<file path="config.mk">
export PLATFORM = sky130hd
export DESIGN_NAME = bsns_core
export DESIGN_NICKNAME = d
export VERILOG_FILES = /design/src/bsns_pkg.sv /design/src/bsns_alu_if.sv /design/src/bsns_alu.sv /design/src/bsns_core.sv
export SDC_FILE = /design/constraint.sdc
export NUM_CORES = 1
export LEC_CHECK = 0
export BUFFER_PORTS_ARGS = -buffer_cell sky130_fd_sc_hd__clkbuf_2
export CORE_AREA = 2 2 85 87
export DETAILED_ROUTE_END_ITERATION = 8
export DIE_AREA = 0 0 87 89
export HOLD_SLACK_MARGIN = 0.05
export PLACE_DENSITY = 0.76
export SETUP_SLACK_MARGIN = 0.4
export SYNTH_ARGS = -nofsm -noshare
export SYNTH_HDL_FRONTEND = slang
export SYNTH_SLANG_ARGS = --single-unit
</file>
<file path="constraint.sdc">
create_clock -name REF_CLK -period 2.35 [get_ports REF_CLK]
set_input_delay 0.47 -clock REF_CLK [delete_from_list [all_inputs] [get_ports REF_CLK]]
set_output_delay 0.47 -clock REF_CLK [all_outputs]
set_load 0.03 [all_outputs]
</file>
<file path="src/bsns_pkg.sv">
// Package for the borrow-subtract and nibble-swap execution datapath.
// Assumes a core that supplies decoded instruction words and a data-memory port.
package bsns_pkg;

  // ****************************************************************
  // Opcode fields
  // ****************************************************************
  localparam logic [5:0] OPC_SUB_BORROW = 6'h16;
  localparam logic [5:0] OPC_NIBBLE_SWP = 6'h0E;
  localparam int         OPC_MSB        = 15;
  localparam int         OPC_LSB        = 10;
  localparam int         DEST_BIT       = 9;
  localparam int         ACCESS_BIT     = 8;

  // ****************************************************************
  // Addressing constants
  // ****************************************************************
  localparam logic [7:0] INDEXED_LIMIT  = 8'h5F;
  localparam logic [7:0] ACCESS_SPLIT   = 8'h60;
  localparam logic [3:0] SFR_BANK       = 4'hF;

  // ****************************************************************
  // Status bit positions
  // ****************************************************************
  localparam int STAT_C  = 0;
  localparam int STAT_DC = 1;
  localparam int STAT_Z  = 2;
  localparam int STAT_OV = 3;
  localparam int STAT_N  = 4;
  localparam logic [4:0] STATUS_RESET = 5'h00;
  localparam logic [7:0] WREG_RESET   = 8'h00;

  // Quarter phases of one instruction cycle, Gray coded.
  typedef enum logic [1:0] {
    Q_DECODE  = 2'b00,
    Q_READ    = 2'b01,
    Q_PROCESS = 2'b11,
    Q_WRITE   = 2'b10
  } bsns_phase_e;

endpackage : bsns_pkg

</file>
<file path="src/bsns_alu_if.sv">
// Interface carrying operands and results between the sequencer and the ALU.
// Assumes both ends share the core clock.
`timescale 1ns/1ns
interface bsns_alu_if;
  logic       is_swap;
  logic [7:0] file_val;
  logic [7:0] wreg_val;
  logic [4:0] status_in;
  logic [7:0] result;
  logic [4:0] status_out;
  modport seq (output is_swap, output file_val, output wreg_val, output status_in,
               input result, input status_out);
  modport alu (input is_swap, input file_val, input wreg_val, input status_in,
               output result, output status_out);
endinterface : bsns_alu_if

</file>
<file path="src/bsns_alu.sv">
// Combinational arithmetic for subtract-with-borrow and nibble swap.
// Assumes operands stable through the process phase.
`timescale 1ns/1ns
module bsns_alu (
  // Operand and result bundle
  bsns_alu_if.alu a
);

  logic [8:0] diff;
  logic [4:0] low_diff;
  logic       borrow;

  always_comb begin
    borrow   = ~a.status_in[bsns_pkg::STAT_C];
    diff     = {1'b0, a.file_val} - {1'b0, a.wreg_val} - {8'h00, borrow};
    low_diff = {1'b0, a.file_val[3:0]} - {1'b0, a.wreg_val[3:0]} - {4'h0, borrow};
    a.status_out = a.status_in;
    if (a.is_swap) begin
      a.result = {a.file_val[3:0], a.file_val[7:4]};
    end else begin
      a.result = diff[7:0];
      a.status_out[bsns_pkg::STAT_C]  = ~diff[8];
      a.status_out[bsns_pkg::STAT_DC] = ~low_diff[4];
      a.status_out[bsns_pkg::STAT_Z]  = (diff[7:0] == 8'h00);
      a.status_out[bsns_pkg::STAT_N]  = diff[7];
      a.status_out[bsns_pkg::STAT_OV] = (a.file_val[7] != a.wreg_val[7]) &&
                                        (diff[7] != a.file_val[7]);
    end
  end

endmodule : bsns_alu

</file>
<file path="src/bsns_core.sv">
// Execution datapath top: sequences one instruction per four quarter phases.
// Assumes data memory answers a read within the same phase (combinational read data).
`timescale 1ns/1ns

// Operation
// - Subtract-with-borrow gives file operand minus working register minus inverted carry.
// - Destination bit 0 writes the working register, 1 writes back to the file register.
// - Access bit 0 selects the access bank, 1 uses the bank select register.
// - Extended mode with access bit 0 uses indexed literal offset for addresses up to 5Fh.
// - A negative result sets N and clears Z; C is cleared only when the subtraction borrows.
// - Nibble swap exchanges operand nibbles and leaves all flags unchanged.
module bsns_core (
  // Clock and reset
  input  wire logic        REF_CLK,
  input  wire logic        ARST_N,
  // Instruction issue
  input  wire logic [15:0] INSTR,
  input  wire logic        INSTR_VALID,
  output logic             INSTR_READY,
  // Mode and bank state
  input  wire logic        EXT_MODE,
  input  wire logic [3:0]  BANK_SELECT_REGISTER,
  input  wire logic [7:0]  INDEX_BASE,
  // Data memory port
  output logic [11:0]      MEM_ADDR,
  input  wire logic [7:0]  MEM_RDATA,
  output logic [7:0]       MEM_WDATA,
  output logic             MEM_RD,
  output logic             MEM_WR,
  // Architectural state
  output logic [7:0]       WREG,
  output logic [4:0]       STATUS,
  output logic             DONE
);

  // ****************************************************************
  // Reset release
  // ****************************************************************
  logic rst_meta;
  logic rst_n;
  always_ff @(posedge REF_CLK or negedge ARST_N) begin
    if (!ARST_N) begin
      rst_meta <= 1'b0;
      rst_n    <= 1'b0;
    end else begin
      rst_meta <= 1'b1;
      rst_n    <= rst_meta;
    end
  end

  // ****************************************************************
  // Decode helpers
  // ****************************************************************
  function automatic logic [11:0] eff_addr(input logic [7:0] f, input logic acc,
                                           input logic ext, input logic [3:0] bank,
                                           input logic [7:0] base);
    logic [11:0] sum;
    sum = {4'h0, base} + {4'h0, f};
    if (acc) begin
      eff_addr = {bank, f};
    end else if (ext && (f <= bsns_pkg::INDEXED_LIMIT)) begin
      eff_addr = sum;
    end else if (f < bsns_pkg::ACCESS_SPLIT) begin
      eff_addr = {4'h0, f};
    end else begin
      eff_addr = {bsns_pkg::SFR_BANK, f};
    end
  endfunction : eff_addr

  // ****************************************************************
  // Phase sequencer and latched instruction
  // ****************************************************************
  bsns_pkg::bsns_phase_e phase;
  bsns_pkg::bsns_phase_e next_phase;
  logic        busy;
  logic        next_busy;
  logic [15:0] ir;
  logic [15:0] next_ir;
  logic [11:0] addr;
  logic [11:0] next_addr;
  logic [7:0]  opnd;
  logic [7:0]  next_opnd;
  logic [7:0]  res;
  logic [7:0]  next_res;
  logic [4:0]  stat_new;
  logic [4:0]  next_stat_new;
  logic [7:0]  next_wreg;
  logic [4:0]  next_status;
  logic        next_done;
  logic        is_swap;
  logic        dest_file;

  bsns_alu_if alu_bus ();
  bsns_alu u_alu (.a(alu_bus.alu));

  assign is_swap   = (ir[bsns_pkg::OPC_MSB:bsns_pkg::OPC_LSB] == bsns_pkg::OPC_NIBBLE_SWP);
  assign dest_file = ir[bsns_pkg::DEST_BIT];

  assign alu_bus.is_swap   = is_swap;
  assign alu_bus.file_val  = opnd;
  assign alu_bus.wreg_val  = WREG;
  assign alu_bus.status_in = STATUS;

  // Ready stays low until the internal reset copy is released, so no issue is offered and lost.
  assign INSTR_READY = rst_n && (phase == bsns_pkg::Q_DECODE) && !busy;
  assign MEM_ADDR    = addr;
  assign MEM_WDATA   = res;
  assign MEM_RD      = busy && (phase == bsns_pkg::Q_READ);
  assign MEM_WR      = busy && (phase == bsns_pkg::Q_WRITE) && dest_file;

  always_comb begin
    next_phase    = phase;
    next_busy     = busy;
    next_ir       = ir;
    next_addr     = addr;
    next_opnd     = opnd;
    next_res      = res;
    next_stat_new = stat_new;
    next_wreg     = WREG;
    next_status   = STATUS;
    next_done     = 1'b0;
    unique case (phase)
      bsns_pkg::Q_DECODE: begin
        if (busy || INSTR_VALID) begin
          if (!busy) begin
            next_ir   = INSTR;
            next_addr = eff_addr(INSTR[7:0], INSTR[bsns_pkg::ACCESS_BIT], EXT_MODE,
                                 BANK_SELECT_REGISTER, INDEX_BASE);
          end
          next_busy  = 1'b1;
          next_phase = bsns_pkg::Q_READ;
        end
      end
      bsns_pkg::Q_READ: begin
        next_opnd  = MEM_RDATA;
        next_phase = bsns_pkg::Q_PROCESS;
      end
      bsns_pkg::Q_PROCESS: begin
        next_res      = alu_bus.result;
        next_stat_new = alu_bus.status_out;
        next_phase    = bsns_pkg::Q_WRITE;
      end
      bsns_pkg::Q_WRITE: begin
        if (!dest_file) begin
          next_wreg = res;
        end
        next_status = stat_new;
        next_done   = 1'b1;
        next_busy   = 1'b0;
        next_phase  = bsns_pkg::Q_DECODE;
      end
    endcase
  end

  always_ff @(posedge REF_CLK or negedge rst_n) begin
    if (!rst_n) begin
      phase    <= bsns_pkg::Q_DECODE;
      busy     <= 1'b0;
      ir       <= 16'h0000;
      addr     <= 12'h000;
      opnd     <= 8'h00;
      res      <= 8'h00;
      stat_new <= bsns_pkg::STATUS_RESET;
      WREG     <= bsns_pkg::WREG_RESET;
      STATUS   <= bsns_pkg::STATUS_RESET;
      DONE     <= 1'b0;
    end else begin
      phase    <= next_phase;
      busy     <= next_busy;
      ir       <= next_ir;
      addr     <= next_addr;
      opnd     <= next_opnd;
      res      <= next_res;
      stat_new <= next_stat_new;
      WREG     <= next_wreg;
      STATUS   <= next_status;
      DONE     <= next_done;
    end
  end

endmodule : bsns_core

</file>
* Word-level counts from Yosys, hierarchy flattened
Cells that the tools add are included.
Operators by class: add/sub/neg operators 5, bitwise gates (word level) 5, reduce and logical (&&, ||, !) cells 15, muxes and demuxes 10, equal/unequal tests 7, order comparisons 2
Operators with widths (count):
- $mux W12 | 3
- $add A8 B8 Y9 | 1
- $sub A8 B8 Y9 | 1
- $sub A9 B1 Y9 | 1
- $le A8 B7 Y1 const B | 1
- $logic_not A8 Y1 | 1
- $lt A8 B7 Y1 const B | 1
- $mux W8 | 1
- $pmux W2 S4 | 1
- $logic_and A1 B1 Y1 | 7
- $eq A6 B4 Y1 const B | 1
- $mux W5 | 1
- $not A1 Y1 | 5
- $sub A4 B4 Y5 | 1
- $sub A5 B1 Y5 | 1
- $eq A2 B2 Y1 const B | 2
- $reduce_and A2 Y1 | 2
- $reduce_and A3 Y1 | 1
- $eq A2 B1 Y1 const B | 1
- $logic_not A2 Y1 | 1
- $mux W1 | 2
- $mux W2 | 1
- $ne A1 B1 Y1 | 2
- $ne A2 B1 Y1 const B | 1
- 4 further kinds | 4
Word-level totals: flip-flop bits (word level) 68, input bits 40, word-level logic and storage cells 56, output and inout port bits 37

* Depth between registers and ports, before layout
depth in word-level cells 5, gate-level depth with buffers 10, mapped depth without buffers 10

* By module
From an unflattened synthesis, not the netlist that was laid out.
Unflattened totals: cells, all modules 323, area total of the unflattened synthesis 3448.3 sq um
Modules (own cells, without submodules):
- bsns_core | times used 1, cells an instance 226, sequential area each 1476.4 sq um, area an instance 2742.6 sq um
- bsns_alu | times used 1, cells an instance 97, sequential area each 0.0 sq um, area an instance 705.7 sq um

* Worst setup path before layout
Ideal clock, no wire load.
path kind register -> register, start point reg STATUS[0], end point reg stat_new[2], data required time 2.258 ns, clock period less this slack 2.713 ns, path buffers 0, arrival 2.621 ns, stages on the path, launching flop included 11, setup time 0.092 ns, slack -0.363 ns, cells stage by stage dfrtp_1 -> inv_1 -> fa_1 -> inv_1 -> fa_1 -> nand2b_4 -> a2111oi_4 -> nor2_1 -> xor2_1 -> or4_1 -> o31ai_2
On the way: longest elaborated chain between the ends 4
RTL lines:
- start: declaration | line bsns_core.sv:32 | output logic [4:0] STATUS,
- start signal: assignment | line bsns_core.sv:165 | STATUS <= bsns_pkg::STATUS_RESET;
- start signal: assignment | line bsns_core.sv:176 | STATUS <= next_status;
- $not A1 Y1 | line bsns_alu.sv:14 | borrow = ~a.status_in[bsns_pkg::STAT_C];
- $sub A9 B1 Y9 | line bsns_alu.sv:15 | diff = {1'b0, a.file_val} - {1'b0, a.wreg_val} - {8'h00, borrow};
- $logic_not A8 Y1 | line bsns_alu.sv:24 | a.status_out[bsns_pkg::STAT_Z] = (diff[7:0] == 8'h00);
- $mux W5 | line bsns_alu.sv:18 | if (a.is_swap) begin
- end signal: assignment | line bsns_core.sv:163 | stat_new <= bsns_pkg::STATUS_RESET;
- end signal: assignment | line bsns_core.sv:174 | stat_new <= next_stat_new;
- end: declaration | line bsns_core.sv:85 | logic [4:0] stat_new;
Every way passes these cells. A chain may end at the register's enable or synchronous reset.

* Worst setup path in the final report
Ends and elaborated chain as after synthesis.

==> results.md <==
* Seq/Total Area, Yosys at between 40% and 50%
* Outcome: finished with violations
* Clock Latency Late Sink at approximately 340 ps
* Cell count after placement at 510
* Largest family of logic cells by synthesized area: simple AND/OR/NAND/NOR gates
* Worst relative slew slack at 50.0%
* Die area at a little under 8000 um2
* Post-route insts no fill at ~540
* Most common cell after layout, fill and taps aside: clkbuf_2
* H-tree depth at 3
* Drt pass-1 iters at 4
* Post-synth top area share at 45.0%
* Final Skew at between 10 and 15 ps
* DPL Wire Length at 5970 um
* Setup ws final at -233 ps
* Worst r2r dst: stat_new[2]
* Clock-pin slew on the worst setup and hold paths at approximately 70 ps
* Final wirelength at between 8000 and 9000 um
* Fill count at 537
* Area after DPL at just under 4000 um2
* Initial antenna violation count at 0
* Total CTS buffers at 9
* Largest net degree at the start of global routing at 58
* Via density at ~5.2
* Core area at roughly 6700 um2
* Starting Density at 48.8%
* Achievable Freq at a little under 400 MHz
* Fraction of layout cells with a size suffix above 1 at around two fifths
* # DRC at 0
* ANT nets after route at 0
* First-pass GRT wire length at 12,900 um
* Hold Crit Class: in2reg
* RSZ-0062 raised after global routing: true
* Critical path class: reg2reg
* Clk root buf: clkbuf_8
* Port Buf Inserts at 76
* CP Data Required Time at roughly 2600 ps
* RD Place Congestion at between 0.9 and 1
* CTS tree: yes
* Largest cells by area after synthesis: dfrtp_1 (45%), ha_1 (8.4%), mux2_2 (5.8%)
* Slew Viols, Final at 0
* Syn Area/Cell at just under 10 um2
* Distinct cell type count after synthesis at 43
* Hold Startpoint: MEM_RDATA[5]
* Worst reg2reg startpoint: STATUS[0]
* Layout Nets at between 500 and 600
* Mux cell area share after synthesis at ~8.1%
* Die H at between 80 and 90 um
* CP delay by family, top: simple AND/OR/NAND/NOR gates
* Hold EP: alu_bus.file_val[5]
* Multi-input gate area at roughly 1800 um2
* Area grow syn2layout at 35.2%
* Commonest non-fill, non-tap cells in the layout: clkbuf_2 (76), dfrtp_1 (52), nand2_1 (39)
* Clock tree buffer depth at 2
* Post-synth EDFFs at 0
* Worst Path Arrival at between 2000 and 3000 ps
* Vias in the first global route at between 2,000 and 3,000
* Setup violations, final at 4
* Final min period at around 2600 ps
* CP cell instances: inv_2, fa_2, inv_2, fa_2, nand2b_4, a2111oi_4, nor2_1, xor2_1, or4_1, o31ai_2
* Main synth FF type: dfrtp_1
* Crit share post-route at 110%
* Failing checks: setup timing
* Seq cells post-synth at 59
* Path depth of the worst reg2reg path at 10
* Post-Syn Area at ~3300 um2
* Final instance area at about 4400 um2
* Post-synthesis xor/xnor area fraction at approximately 2.4%
* Std-Cell Rows at 30
* Simple-Gate Fraction of Synth Area at 16.3%
* Async set or reset register ratio after synthesis at 100%
* Register area at approximately 1500 um2
* Gr usage total at 21.7%
* Synth Instances at 340
* # IOs at between 70 and 80
* Dominant cell type by area after synthesis: dfrtp_1
* Largest fanout on the critical path at 3
* WL/cell at around 15 um
* Syn Nets at between 400 and 500
* Gr ovfl total at 0
* Final hold violations at 0
* Hold WS at 328 ps
* MaxCap Viol Count at 0
* Max stage delay cell, worst path: or4_1
* Setup Total Neg Slack at -476 ps
* YS warnings at 0
* R2r setup slk at -230 ps
* Vias at about 2,800
* Total clock sinks at between 50 and 60
* Iter 0 DRT Violations at approximately 180
* Worst-margin pin slew at roughly 750 ps
* Hold path depth at 3
* Antenna Cells at 0
* Adder-cell share of the synthesized area at between 10% and 20%
* Max stage delay on crit path at approximately 550 ps
* CP Buf/Inv Count at 2
* Synth Area in Compound Gates at between 10% and 20%
* Startpoint Class: register
* Critical path capture point type: register
* Die width at around 87 um
## worst register-to-register path, stage by stage (launching register included)
cell,delay [ps]
dfrtp_2,410
inv_2,70
fa_2,190
inv_2,50
fa_2,340
nand2b_4,170
a2111oi_4,320
nor2_1,90
xor2_1,150
or4_1,550
o31ai_2,180
## per-stage QoR
stage          util (%)  setup slack, ps
2_1_floorplan         -             -222
3_3_place_gp       59.1             -177
3_5_place_dp       59.1             -230
4_1_cts            64.2             -208
5_1_grt            66.0             -325
6_report           66.0             -233
## Yosys cell counts, types with 4 or more instances
| library cell | number |
|---|---|
| dfrtp_1 | 59 |
| nand2_1 | 43 |
| a21oi_1 | 27 |
| inv_1 | 26 |
| nor2_1 | 24 |
| ha_1 | 22 |
| o21ai_0 | 19 |
| mux2_2 | 17 |
| nor2b_1 | 11 |
| clkbuf_1 | 10 |
| nand3_1 | 8 |
| nor3_1 | 8 |
| xor2_1 | 6 |
| mux2i_1 | 5 |
| a31oi_1 | 4 |
| o21ai_1 | 4 |
| o31ai_1 | 4 |
## worst max-delay path by stage
stage | start | to | slack, ps | cells after the start
global placement | WREG[0] | stat_new[2] | -180 | 6
detailed placement | STATUS[0] | stat_new[2] | -230 | 10
global route | STATUS[0] | stat_new[2] | -330 | 10
finish | STATUS[0] | stat_new[2] | -230 | 10
CTS | STATUS[0] | stat_new[2] | -210 | 10
floorplan | WREG[0] | stat_new[2] | -220 | 6
## layer usage
layer	routed length [um]	global-route usage, %	up-vias	share of wire, %
li1	-	-	1400	-
met1	3830	29.9	1350	47
met2	3670	34.1	76	45
met3	429	4.16	14	5.3
met4	165	8.10	0	2.0
met5	0	0	-	0
## repair_timing
action                                  in CTS  in global routing
pin swaps                                    3                  4
endpoints found under the setup margin      12                 15
hold buffers                                 1                  0
endpoints found under the hold margin        2                  0
resized for setup                           16                 15
buffers inserted                             5                  9
## cell families after synthesis
kind of cell,count (synthesis)
simple gates,113
flops,59
compound gates,71
other cells,1
fa+ha+maj,25
xor+xnor,9
buf+inv,38
mux,24
## cell type report
type | count | area share (%)
multi-input cells | 243 | 40.9
clock inverters | 6 | 2.00
repair buffers | 117 | 16.0
well taps | 80 | 2.26
flip-flops and latches | 59 | 33.5
inverters | 26 | 2.20
clock buffers | 10 | 3.10
## registers in the layout, indices dropped and copies added (netlist names)
| signal | count |
|---|---|
| WREG | 8 |
| rst_meta | 1 |
| MEM_ADDR | 12 |
| DONE | 1 |
| alu_bus.file_val | 8 |
| busy | 1 |
| phase | 2 |
| STATUS | 5 |
| MEM_WDATA | 8 |
| stat_new | 5 |
| rst_n | 1 |
| ir | 7 |
Power is not shown: default switching activity piles up to over one toggle a cycle in this logic, so the estimate is an artifact.
